## config.mk

```make
export PLATFORM = sky130hd
export DESIGN_NAME = mot_timer
export DESIGN_NICKNAME = d
export VERILOG_FILES = /design/src/verilog/mot_timer.v
export VERILOG_INCLUDE_DIRS = /design/src /design/src/include
export SDC_FILE = /design/constraint.sdc
export NUM_CORES = 1
export LEC_CHECK = 0
export ABC_CLOCK_PERIOD_IN_PS = 4000
export BUFFER_PORTS_ARGS = -buffer_cell sky130_fd_sc_hd__buf_2
export CAP_MARGIN = 20
export CORE_MARGIN = 2
export CORE_UTILIZATION = 35
export CTS_CLUSTER_DIAMETER = 80
export DETAILED_ROUTE_END_ITERATION = 7
export PLACE_DENSITY_LB_ADDON = 0.12
export SLEW_MARGIN = 20
export SYNTH_ARGS = -nofsm -noshare
export SYNTH_HDL_FRONTEND = slang
export SYNTH_SLANG_ARGS = --single-unit
```

## constraint.sdc

```tcl
create_clock -name mclk -period 4 [get_ports mclk]
set_input_delay 0.2 -clock mclk [delete_from_list [all_inputs] [get_ports mclk]]
set_output_delay 0.2 -clock mclk [all_outputs]
set_load 0.02 [all_outputs]
```

## src/include/mot_map.vh

```
// Register map, field positions and reset values of the modulo overflow timer
`ifndef MOT_MAP_VH
`define MOT_MAP_VH

`define MOT_ADDR_W 4
`define MOT_OFS_STATUS_CONTROL 4'h0
`define MOT_OFS_CLOCK_CONFIG 4'h4
`define MOT_OFS_COUNT_VALUE 4'h8
`define MOT_OFS_MODULO_LIMIT 4'hc

`define MOT_BIT_OVF 7
`define MOT_BIT_IRQ_EN 6
`define MOT_BIT_CNT_RST 5
`define MOT_BIT_HALT 4
`define MOT_SRC_HI 5
`define MOT_SRC_LO 4
`define MOT_PS_HI 3
`define MOT_PS_LO 0

`define MOT_SRC_BUS 2'h0
`define MOT_SRC_FIXED 2'h1
`define MOT_SRC_PIN_FALL 2'h2
`define MOT_SRC_PIN_RISE 2'h3
`define MOT_PS_MAX 4'h8

`define MOT_CNT_RESET 8'h00
`define MOT_MOD_RESET 8'h00
`define MOT_SRC_RESET 2'h0
`define MOT_PS_RESET 4'h0
`define MOT_HALT_RESET 1'b1

`define MOT_RESP_OKAY 2'h0
`define MOT_RESP_SLVERR 2'h2

`endif

```

## src/verilog/mot_timer.v

```verilog
// Modulo overflow timer: 8-bit counter, prescaler, source select, AXI4-Lite slave
`timescale 1ns/1ps
`include "mot_map.vh"

// Contract
// (RULE1) Count register is read-only; writes leave the count unchanged.
// (RULE2) Device reset clears the count to zero.
// (RULE3) Modulo register is read/write; zero means free-running.
// (RULE4) Any modulo write clears the count and the overflow flag. Here a wrap in the same cycle keeps the flag set.
// (RULE5) Reset sets modulo to zero so a started counter runs free.
// (RULE6) Modes are stopped, free-running, modulo; stopped after reset.
// (RULE7) Running with nonzero modulo means modulo mode.
// (RULE8) Reset selects bus clock source and divide by one.
// (RULE9) Software starts counting by clearing the halt bit.
// (RULE10) Sources: bus clock, fixed clock, pin rising or falling edge.
// (RULE11) Changing the source keeps the count.
// (RULE12) Prescaler divides by 1 through 256 in powers of two.
// (RULE13) Changing the prescale keeps the count.
// (RULE14) Modulo may be set to any value 1 through 255.
// (RULE15) Count increments per tick until equal to modulo, then wraps to zero.
// (RULE16) Overflow flag sets on the modulo-to-zero transition.
// (RULE17) Flag clears by status read while set, then writing zero.
// (RULE18) Overflow between read and clearing write cancels the clear.
// (RULE19) Writing one to counter-reset also clears the overflow flag. Here a wrap in the same cycle keeps the flag set.
// (RULE20) Interrupt request is flag AND interrupt enable.
// (RULE21) Software clears the flag before setting interrupt enable.
// (RULE22) Counter-reset bit is write-only, one resets, reads zero.
// (RULE23) Halt bit freezes the count; reset sets it.
// (RULE24) Source codes: 00 bus, 01 fixed, 10 pin fall, 11 pin rise.
// (RULE25) Prescale codes 0 to 8 divide by two to the code; above, 256.
// (RULE26) Pin and fixed clock are synchronised and edge detected.
// (RULE27) Free-running wraps from all-ones to zero and sets the flag.
module mot_timer (
  input wire mclk,
  input wire arst_n,
  input wire [`MOT_ADDR_W-1:0] s_axi_awaddr,
  input wire s_axi_awvalid,
  output reg s_axi_awready,
  input wire [31:0] s_axi_wdata,
  input wire [3:0] s_axi_wstrb,
  input wire s_axi_wvalid,
  output reg s_axi_wready,
  output reg [1:0] s_axi_bresp,
  output reg s_axi_bvalid,
  input wire s_axi_bready,
  input wire [`MOT_ADDR_W-1:0] s_axi_araddr,
  input wire s_axi_arvalid,
  output reg s_axi_arready,
  output reg [31:0] s_axi_rdata,
  output reg [1:0] s_axi_rresp,
  output reg s_axi_rvalid,
  input wire s_axi_rready,
  input wire fixed_freq_clock,
  input wire ext_count_pin,
  output reg overflow_irq
);

  // Registers
  reg [7:0] count_reg;
  reg [7:0] modulo_reg;
  reg overflow_flag_reg;
  reg irq_enable_reg;
  reg halt_reg;
  reg [1:0] source_reg;
  reg [3:0] prescale_reg;
  reg [7:0] prescale_cnt_reg;
  reg clear_armed_reg;

  // Three-stage synchronisers; a change counts when stages two and three agree
  reg [2:0] pin_sync_reg;
  reg [2:0] fix_sync_reg;
  reg pin_state_reg;
  reg fix_state_reg;

  // Write channel state
  reg aw_held_reg;
  reg w_held_reg;
  reg [`MOT_ADDR_W-1:0] aw_addr_reg;
  reg [31:0] w_data_reg;
  reg [3:0] w_strb_reg;

  function [7:0] read_mux;
    input [`MOT_ADDR_W-1:0] addr;
    begin
      case (addr)
        `MOT_OFS_STATUS_CONTROL: read_mux = {overflow_flag_reg, irq_enable_reg, 1'b0, // RULE22
          halt_reg, 4'h0};
        `MOT_OFS_CLOCK_CONFIG: read_mux = {2'h0, source_reg, prescale_reg};
        `MOT_OFS_COUNT_VALUE: read_mux = count_reg; // RULE1
        `MOT_OFS_MODULO_LIMIT: read_mux = modulo_reg; // RULE3
        default: read_mux = 8'h00;
      endcase
    end
  endfunction

  function addr_mapped;
    input [`MOT_ADDR_W-1:0] addr;
    begin
      addr_mapped = (addr[1:0] == 2'h0);
    end
  endfunction

  // Register select, shared by the write strobes and the read arming
  function reg_hit;
    input [`MOT_ADDR_W-1:0] addr;
    input [`MOT_ADDR_W-1:0] ofs;
    begin
      reg_hit = (addr == ofs);
    end
  endfunction

  // Pin sampling; the agreed level only moves when two stages match, so a glitch is ignored
  always @(posedge mclk or negedge arst_n) begin
    if (!arst_n) begin
      pin_sync_reg <= 3'h0;
      pin_state_reg <= 1'b0;
    end else begin
      pin_sync_reg <= {pin_sync_reg[1:0], ext_count_pin}; // RULE26
      if (pin_sync_reg[1] == pin_sync_reg[2]) begin
        pin_state_reg <= pin_sync_reg[2];
      end
    end
  end

  // Fixed clock sampling; it must run well below half the bus clock to be seen
  always @(posedge mclk or negedge arst_n) begin
    if (!arst_n) begin
      fix_sync_reg <= 3'h0;
      fix_state_reg <= 1'b0;
    end else begin
      fix_sync_reg <= {fix_sync_reg[1:0], fixed_freq_clock}; // RULE26
      if (fix_sync_reg[1] == fix_sync_reg[2]) begin
        fix_state_reg <= fix_sync_reg[2];
      end
    end
  end

  wire pin_agree = (pin_sync_reg[1] == pin_sync_reg[2]);
  wire fix_agree = (fix_sync_reg[1] == fix_sync_reg[2]);
  wire pin_rise = pin_agree && pin_sync_reg[2] && !pin_state_reg;
  wire pin_fall = pin_agree && !pin_sync_reg[2] && pin_state_reg;
  wire fix_rise = fix_agree && fix_sync_reg[2] && !fix_state_reg;

  reg src_tick;
  always @* begin
    case (source_reg) // RULE10 RULE24
      `MOT_SRC_BUS: src_tick = 1'b1;
      `MOT_SRC_FIXED: src_tick = fix_rise;
      `MOT_SRC_PIN_FALL: src_tick = pin_fall;
      `MOT_SRC_PIN_RISE: src_tick = pin_rise;
      default: src_tick = 1'b1;
    endcase
  end

  // Divider mask: a tick passes when the low code bits of the prescale count are all ones
  reg [7:0] ps_mask;
  always @* begin
    if (prescale_reg >= `MOT_PS_MAX) begin
      ps_mask = 8'hff; // RULE25
    end else begin
      ps_mask = (8'h01 << prescale_reg[2:0]) - 8'h01; // RULE12 RULE25
    end
  end

  wire running = !halt_reg; // RULE6 RULE23
  wire src_en = running && src_tick;
  wire count_tick = src_en && ((prescale_cnt_reg & ps_mask) == ps_mask); // RULE12
  // Modulo zero compares against all ones, which gives the free-running wrap
  wire [7:0] wrap_at = (modulo_reg == 8'h00) ? 8'hff : modulo_reg; // RULE7 RULE27
  wire wrap = count_tick && (count_reg == wrap_at); // RULE15 RULE16

  // Bus decode
  wire aw_have = aw_held_reg || s_axi_awvalid;
  wire w_have = w_held_reg || s_axi_wvalid;
  wire [`MOT_ADDR_W-1:0] wr_addr = aw_held_reg ? aw_addr_reg : s_axi_awaddr;
  wire [31:0] wr_data = w_held_reg ? w_data_reg : s_axi_wdata;
  wire [3:0] wr_strb = w_held_reg ? w_strb_reg : s_axi_wstrb;
  wire do_write = aw_have && w_have && !s_axi_bvalid;
  wire wr_lane0 = do_write && wr_strb[0] && addr_mapped(wr_addr);
  wire wr_sc = wr_lane0 && reg_hit(wr_addr, `MOT_OFS_STATUS_CONTROL);
  wire wr_clk = wr_lane0 && reg_hit(wr_addr, `MOT_OFS_CLOCK_CONFIG);
  wire wr_mod = wr_lane0 && reg_hit(wr_addr, `MOT_OFS_MODULO_LIMIT);
  wire cnt_rst = wr_sc && wr_data[`MOT_BIT_CNT_RST]; // RULE22
  wire do_read = s_axi_arvalid && s_axi_arready;
  wire rd_sc_flag = do_read && reg_hit(s_axi_araddr, `MOT_OFS_STATUS_CONTROL)
    && overflow_flag_reg;
  wire clear_req = wr_sc && !wr_data[`MOT_BIT_OVF] && clear_armed_reg; // RULE17

  // Next-state values of the prescaler, the counter and its flag
  reg [7:0] prescale_cnt_next;
  reg [7:0] count_next;
  reg overflow_flag_next;
  reg clear_armed_next;

  always @* begin
    prescale_cnt_next = prescale_cnt_reg;
    if (src_en) begin
      prescale_cnt_next = prescale_cnt_reg + 8'h01;
    end
  end

  always @* begin
    count_next = count_reg;
    if (wr_mod || cnt_rst) begin
      count_next = `MOT_CNT_RESET; // RULE4 RULE22
    end else if (wrap) begin
      count_next = `MOT_CNT_RESET; // RULE15
    end else if (count_tick) begin
      count_next = count_reg + 8'h01; // RULE15
    end
  end

  // An overflow in the same cycle as a clear wins, so no overflow is ever lost
  always @* begin
    overflow_flag_next = overflow_flag_reg;
    clear_armed_next = clear_armed_reg;
    if (wrap) begin
      overflow_flag_next = 1'b1; // RULE16 RULE18 RULE27
      clear_armed_next = 1'b0; // RULE18
    end else if (wr_mod || cnt_rst || clear_req) begin
      overflow_flag_next = 1'b0; // RULE4 RULE17 RULE19
      clear_armed_next = 1'b0;
    end else if (rd_sc_flag) begin
      clear_armed_next = 1'b1; // RULE17
    end
  end

  // Prescaler is cleared only by reset, so a rate change keeps the count but not the phase
  always @(posedge mclk or negedge arst_n) begin
    if (!arst_n) begin
      prescale_cnt_reg <= 8'h00;
    end else begin
      prescale_cnt_reg <= prescale_cnt_next;
    end
  end

  always @(posedge mclk or negedge arst_n) begin
    if (!arst_n) begin
      count_reg <= `MOT_CNT_RESET; // RULE2
    end else begin
      count_reg <= count_next;
    end
  end

  always @(posedge mclk or negedge arst_n) begin
    if (!arst_n) begin
      overflow_flag_reg <= 1'b0;
      clear_armed_reg <= 1'b0;
    end else begin
      overflow_flag_reg <= overflow_flag_next;
      clear_armed_reg <= clear_armed_next;
    end
  end

  always @(posedge mclk or negedge arst_n) begin
    if (!arst_n) begin
      modulo_reg <= `MOT_MOD_RESET; // RULE5
    end else if (wr_mod) begin
      modulo_reg <= wr_data[7:0]; // RULE3 RULE14
    end
  end

  // Source and prescale changes never touch the count
  always @(posedge mclk or negedge arst_n) begin
    if (!arst_n) begin
      source_reg <= `MOT_SRC_RESET; // RULE8
      prescale_reg <= `MOT_PS_RESET; // RULE8
    end else if (wr_clk) begin
      source_reg <= wr_data[`MOT_SRC_HI:`MOT_SRC_LO]; // RULE11
      prescale_reg <= wr_data[`MOT_PS_HI:`MOT_PS_LO]; // RULE13
    end
  end

  // Halt and interrupt enable are written together by any status write
  always @(posedge mclk or negedge arst_n) begin
    if (!arst_n) begin
      halt_reg <= `MOT_HALT_RESET; // RULE6 RULE23
      irq_enable_reg <= 1'b0;
    end else if (wr_sc) begin
      irq_enable_reg <= wr_data[`MOT_BIT_IRQ_EN];
      halt_reg <= wr_data[`MOT_BIT_HALT]; // RULE9 RULE23
    end
  end

  // Registered so the interrupt output comes from a flip-flop
  always @(posedge mclk or negedge arst_n) begin
    if (!arst_n) begin
      overflow_irq <= 1'b0;
    end else begin
      overflow_irq <= overflow_flag_reg && irq_enable_reg; // RULE20
    end
  end

  // AXI4-Lite write address channel: address and data accepted in either order
  always @(posedge mclk or negedge arst_n) begin
    if (!arst_n) begin
      aw_held_reg <= 1'b0;
      aw_addr_reg <= {`MOT_ADDR_W{1'b0}};
      s_axi_awready <= 1'b1;
    end else begin
      if (s_axi_awvalid && s_axi_awready) begin
        aw_held_reg <= 1'b1;
        aw_addr_reg <= s_axi_awaddr;
        s_axi_awready <= 1'b0;
      end
      if (do_write) begin
        aw_held_reg <= 1'b0;
        s_axi_awready <= 1'b0;
      end
      if (s_axi_bvalid && s_axi_bready) begin
        s_axi_awready <= 1'b1;
      end
    end
  end

  // Write data channel; ready stays low until the response is taken
  always @(posedge mclk or negedge arst_n) begin
    if (!arst_n) begin
      w_held_reg <= 1'b0;
      w_data_reg <= 32'h0000_0000;
      w_strb_reg <= 4'h0;
      s_axi_wready <= 1'b1;
    end else begin
      if (s_axi_wvalid && s_axi_wready) begin
        w_held_reg <= 1'b1;
        w_data_reg <= s_axi_wdata;
        w_strb_reg <= s_axi_wstrb;
        s_axi_wready <= 1'b0;
      end
      if (do_write) begin
        w_held_reg <= 1'b0;
        s_axi_wready <= 1'b0;
      end
      if (s_axi_bvalid && s_axi_bready) begin
        s_axi_wready <= 1'b1;
      end
    end
  end

  // Write response channel
  always @(posedge mclk or negedge arst_n) begin
    if (!arst_n) begin
      s_axi_bvalid <= 1'b0;
      s_axi_bresp <= `MOT_RESP_OKAY;
    end else begin
      if (do_write) begin
        s_axi_bvalid <= 1'b1;
        s_axi_bresp <= addr_mapped(wr_addr) ? `MOT_RESP_OKAY : `MOT_RESP_SLVERR;
      end
      if (s_axi_bvalid && s_axi_bready) begin
        s_axi_bvalid <= 1'b0;
      end
    end
  end

  // AXI4-Lite read path
  always @(posedge mclk or negedge arst_n) begin
    if (!arst_n) begin
      s_axi_arready <= 1'b1;
      s_axi_rvalid <= 1'b0;
      s_axi_rdata <= 32'h0000_0000;
      s_axi_rresp <= `MOT_RESP_OKAY;
    end else begin
      if (do_read) begin
        s_axi_arready <= 1'b0;
        s_axi_rvalid <= 1'b1;
        s_axi_rdata <= {24'h000000, read_mux(s_axi_araddr)};
        s_axi_rresp <= addr_mapped(s_axi_araddr) ? `MOT_RESP_OKAY : `MOT_RESP_SLVERR;
      end else if (s_axi_rvalid && s_axi_rready) begin
        s_axi_rvalid <= 1'b0;
        s_axi_arready <= 1'b1;
      end
    end
  end

endmodule // mot_timer

```

After elaboration in Yosys (flattened, before gate mapping) --
Cells that the tools add are included.
Word-level totals: register bits after elaboration 75, input bits 53, output and inout bits 42, logic and storage cells 130
Cells by class: add/sub/neg operators 3, magnitude comparators 1, equal/unequal tests 12, shifts and indexed selects 1, muxes and demuxes 33, bitwise logic cells 1, reduce and logical (&&, ||, !) cells 52
Operators by type and width (number):
- $mux 8 | 6
- $pmux 8 s4 | 1
- $logic_and 1x1->1 | 27
- $mux 1 | 22
- $add 8x1->8 const B | 2
- $eq 8x8->1 | 2
- $eq 4x4->1 const B | 3
- $reduce_bool 3->1 | 4
- $reduce_bool 2->1 | 5
- $and 8x8->8 | 1
- $eq 4x3->1 const B | 2
- $logic_not 4->1 | 2
- $logic_not 8->1 | 1
- $shl 1x3->8 const A | 1
- $sub 8x1->8 const B | 1
- $logic_not 1->1 | 6
- $logic_not 2->1 | 3
- $eq 2x2->1 const B | 2
- $ge 4x4->1 const B | 1
- $logic_or 1x1->1 | 4
- $mux 2 | 2
- $mux 4 | 1
- $pmux 1 s4 | 1
- $eq 1x1->1 | 2
- $eq 2x1->1 const B | 1

Depth between registers and ports, before layout --
word-level depth 11, gate-level depth with buffers 8, mapped depth without buffers 7

Worst setup path after synthesis --
OpenSTA, ideal clock, no wires.
path kind reg-to-reg, from reg s_axi_bvalid, to reg prescale_reg[1], arrival 2051 ps, required time 3875 ps, setup slack 1825 ps, cell stages (with the launch flop) 6, path buffers 0, clock period less this slack 2175 ps, cell sequence dfrtp_1 > o21bai_1 > or2_2 > or3_1 > nor2_1 > mux2_2
On the way: cells in the longest elaborated chain, start to end 5
RTL lines:
- from (decl) | RTL line mot_timer.v:44 | output reg s_axi_bvalid,
- from (signal assigned) | RTL line mot_timer.v:343 | s_axi_bvalid <= 1'b0;
- from (signal assigned) | RTL line mot_timer.v:347 | s_axi_bvalid <= 1'b1;
- from (signal assigned) | RTL line mot_timer.v:351 | s_axi_bvalid <= 1'b0;
- $logic_not 1->1 | RTL line mot_timer.v:178 | wire do_write = aw_have && w_have && !s_axi_bvalid;
- $logic_and 1x1->1 | RTL line mot_timer.v:178
- $logic_and 1x1->1 (2 in a row) | RTL line mot_timer.v:179 | wire wr_lane0 = do_write && wr_strb[0] && addr_mapped(wr_addr);
- $logic_and 1x1->1 | RTL line mot_timer.v:181 | wire wr_clk = wr_lane0 && reg_hit(wr_addr, `MOT_OFS_CLOCK_CONFIG);
- to (signal assigned) | RTL line mot_timer.v:267 | prescale_reg <= `MOT_PS_RESET;
- to (signal assigned) | RTL line mot_timer.v:270 | prescale_reg <= wr_data[`MOT_PS_HI:`MOT_PS_LO];
- to (decl) | RTL line mot_timer.v:65 | reg [3:0] prescale_reg;
No other way between the ends. A chain may end at the register's enable or synchronous reset.

Worst setup path after layout --
from reg pin_sync_reg[1], to reg count_reg[7]
On the way: cells in the longest elaborated chain, start to end 9
RTL lines:
- from (decl) | RTL line mot_timer.v:70 | reg [2:0] pin_sync_reg;
- from (signal assigned) | RTL line mot_timer.v:118 | pin_sync_reg <= {pin_sync_reg[1:0], ext_count_pin};
- $eq 1x1->1 (*) | RTL line mot_timer.v:138 | wire pin_agree = (pin_sync_reg[1] == pin_sync_reg[2]);
- $logic_and 1x1->1, on equally long branches (2 in a row) | RTL line mot_timer.v:140, mot_timer.v:141
- $pmux 1 s4 (*) | RTL line mot_timer.v:146 | case (source_reg)
- $logic_and 1x1->1 (*) | RTL line mot_timer.v:166 | wire src_en = running && src_tick;
- $logic_and 1x1->1 (*) | RTL line mot_timer.v:167 | wire count_tick = src_en && ((prescale_cnt_reg & ps_mask) == ps_mask);
- $logic_and 1x1->1 | RTL line mot_timer.v:170 | wire wrap = count_tick && (count_reg == wrap_at);
- $mux 8 | RTL line mot_timer.v:206 | end else if (wrap) begin
- $mux 8 | RTL line mot_timer.v:204 | if (wr_mod || cnt_rst) begin
- to (signal assigned) | RTL line mot_timer.v:239 | count_reg <= `MOT_CNT_RESET;
- to (signal assigned) | RTL line mot_timer.v:241 | count_reg <= count_next;
- to (decl) | RTL line mot_timer.v:59 | reg [7:0] count_reg;
Every way passes the cells marked *; elsewhere a longest branch is shown, timed or not.

==> results.py <==
metrics = {
    "worst_setup_path": {
        "cp_max_fo": 18,
        "crit_buf_inv": 0,
        "cp_top_family": "simple AND/OR/NAND/NOR gates",
        "crit_chain": "ha_1, nand2b_1, a31o_1, a311oi_4, nand3_4, or4_1, o211ai_2",
        "worstReg2RegEnd": "count_reg[7]$_DFFE_PN0P_",
        "crit_slowest_cell": "or4_1",
        "rrSetupSlack_ps": 1500,
        "cp-end-kind": "flip-flop",
        "arrival_ps": 2770,
        "worstRegToRegCells": 7,
        "reg2reg_from": "pin_sync_reg[1]$_DFF_PN0_",
        "slowest_delay_ps": 590,
        "start_kind": "flip-flop",
        "worstPathRequired_ps": 4270,
        "crit_type": "flip-flop to flip-flop",
    },
    "final_layout": {
        "final_cells": 532,
        "postLayoutCoreUtil_pct": 41.0,
        "num-nets-final": 449,
        "n_antenna_cell": 0,
        "fill_cells": 1044,
        "area_growth_pct": 13.6,
        "drive_gt1_share_pct": 28.3,
    },
    "logic_synthesis": {
        "yosys-top-cells-count": "dfrtp_1, mux2_2, nand2_1",
        "syn_inst": 345,
        "synthArstFlopShare_pct": 100,
        "synth_seq_cells": 73,
        "netlist_top_cells_area": "dfrtp_1, mux2_2, buf_4",
        "synth_cell_type_count": 50,
        "ys_seq_area_share_pct": 49.0,
        "synth_top_area_share_pct": 46.2,
        "synth_flop_cell": "dfrtp_1",
        "synth_edf_count": 0,
        "yosysMostFrequentCell": "dfrtp_1",
        "syn_area_sq_um": 3740,
        "synth_area_per_cell_sq_um": 10.8,
        "yosys.area.top_type": "dfrtp_1",
        "synth_warnings": 0,
    },
    "hold_path": {
        "hp-start": "s_axi_arvalid",
        "hold_class": "input port to flip-flop",
        "holdPathStages": 2,
        "whs_endpoint": "s_axi_arready$_DFFE_PN1P_",
    },
    "timing": {
        "clock_skew_ps": 6.62,
        "period_needed_ps": 2500,
        "fin_tns_setup_ps": 0,
        "max_slew_margin_pct": 63.5,
        "hold_viol_final": 0,
        "max_freq_ghz": 0.400,
        "rsz0062_at_grt": "no",
        "report.final.slew_viol_count": 0,
        "finalSetupViolCount": 0,
        "whs_ps": 24.9,
        "timing.final.crit_share_pct": 62.5,
        "worstMarginPinSlew_ps": 548,
    },
    "outcome": {
        "status": "completed",
    },
    "floorplan": {
        "die_y_microns": 107,
        "io_pins": 95,
        "die_width_microns": 107,
        "rows": 37,
        "initial_utilization_pct": 36.1,
        "core-area_sq_um": 10400,
        "dieArea_sq_um": 11500,
    },
    "clocking": {
        "clkLatencyLatePin_ps": 350,
        "cts_root_buffer": "clkbuf_8",
        "path_clk_slew_ps": 80,
        "numCtsBuffers": 9,
        "htreeDepth": 3,
        "cts_tree": "built",
        "cts_resized": 0,
        "cts.path.max_buffers": 2,
        "cts_sinks": 73,
    },
    "routing": {
        "totalWireLength_microns": 7460,
        "ant_nets": 0,
        "firstDrtPassIters": 4,
        "drt_iter0_drc": 86,
        "routedWlPerCell_microns": 14.0,
        "vias": 2577,
        "avgViaCountPerCell": 4.84,
        "route.detailed.drc": 0,
    },
    "placement": {
        "dp.cells": 513,
        "post-dp-hpwl_microns": 5470,
        "gp_routability_congestion": 0.790,
        "port_buffers": 41,
    },
    "pwr": {
        "vdd_drop_max_v": 0.000307,
        "p_leak_nw": 1.92,
        "p_per_area_nw_per_um2": 708,
    },
    "grt": {
        "grt_pass1_vias": 2410,
        "overflow": 0,
        "grt_max_degree": 33,
        "antenna_found_initial": 0,
        "track_usage_pct": 13.7,
        "grt_pass1_wl_microns": 12300,
    },
    "run": {
        "drv_cap": 0,
    },
}
==> cells in the final DEF (no fill, tap or decap), types with 2 or more instances in the layout <==
| cell type | n |
|---|---|
| a21oi_1 | 15 |
| buf_2 | 41 |
| or4_1 | 4 |
| or3_1 | 4 |
| nor4bb_1 | 2 |
| nand4_1 | 3 |
| mux2_2 | 42 |
| and2_1 | 2 |
| o31ai_1 | 5 |
| o22ai_1 | 4 |
| bufinv_16 | 2 |
| a21boi_0 | 2 |
| conb_1 | 26 |
| xor2_1 | 6 |
| nand2b_1 | 7 |
| nor2_1 | 15 |
| nor3_1 | 3 |
| xnor2_1 | 7 |
| o21ai_0 | 19 |
| dfstp_2 | 4 |
| inv_1 | 9 |
| dfrtp_1 | 69 |
| ha_1 | 5 |
| and3_1 | 3 |
| nor4_1 | 3 |
| buf_4 | 2 |
| mux2i_1 | 3 |
| nand2_1 | 35 |
| clkbuf_8 | 10 |
| dlygate4sd3_1 | 3 |
| nand3_1 | 8 |
| a22oi_1 | 9 |
==> power by group <==
part | total [mW] | switching (mW) | internal, mW
Clock | 0.656 | 0.286 | 0.370
Sequential | 1.32 | 0.307 | 1.01
Combinational | 1.04 | 0.541 | 0.494
Total | 3.01 | 1.13 | 1.88
==> worst register-to-register path, cell delays in order, from the launching register on <==
cell and delay [ps]:
dfrtp_1 380, ha_1 160, nand2b_1 60, a31o_1 240
a311oi_4 530, nand3_4 310, or4_1 590, o211ai_2 150
==> logic make-up (layout without fill, tap and decap cells) <==
logic type	count (synthesis)	in the layout	share of synthesized area, %
AO/OA/AOI/OAI	67	67	12.0
XOR/XNOR	13	13	3.04
adder cells (fa/ha/maj)	5	5	1.67
buffers and inverters	45	71	7.16
flip-flops	73	73	49.0
multiplexers	46	46	14.1
other	1	26	0.100
AND/OR/NAND/NOR	95	95	13.0
==> layout make-up <==
class	count	area [sq um]	area share, %
clock buffers	10	138	3.24
clock inverters	6	90.1	2.12
inverters	9	33.8	0.795
multi-input cells	252	1730	40.8
flip-flops and latches	73	1830	43.1
well taps	136	170	4.01
repair buffers	46	250	5.89
==> per-stage QoR <==
step	total power [mW]	instance area, sq um	worst slack [ps]
final	3.01	4250	1500
after global placement	2.35	3990	1530
after global routing	3.24	4250	1270
after CTS	3.05	4250	1450
after detailed placement	2.37	3990	1480
after floorplan	2.10	3830	1820
==> timing repair <==
action	CTS	global route
endpoints found under the hold margin	19	0
buffers inserted	0	0
hold buffers	3	0
==> worst max path at each step <==
stage	start	endpoint	slack, ps	depth (start not counted)
global route	pin_sync_reg[1]$_DFF_PN0_	count_reg[5]$_DFFE_PN0P_	1270	7
global placement	pin_sync_reg[1]$_DFF_PN0_	count_reg[7]$_DFFE_PN0P_	1530	7
CTS	pin_sync_reg[1]$_DFF_PN0_	count_reg[7]$_DFFE_PN0P_	1450	7
floorplan	s_axi_bvalid$_DFFE_PN0P_	prescale_reg[1]$_DFFE_PN0P_	1820	5
detailed placement	pin_sync_reg[1]$_DFF_PN0_	count_reg[7]$_DFFE_PN0P_	1480	7
finish	pin_sync_reg[1]$_DFF_PN0_	count_reg[7]$_DFFE_PN0P_	1500	7
==> metal layers <==
layer	share of wire [%]	track usage, %	vias to the layer above
met5	0	0	-
met4	1.3	4.76	0
met3	4.9	3.81	8
met2	41	20.1	68
met1	52	19.4	1226
li1	-	-	1275
Power figures use the tool's default switching activity.
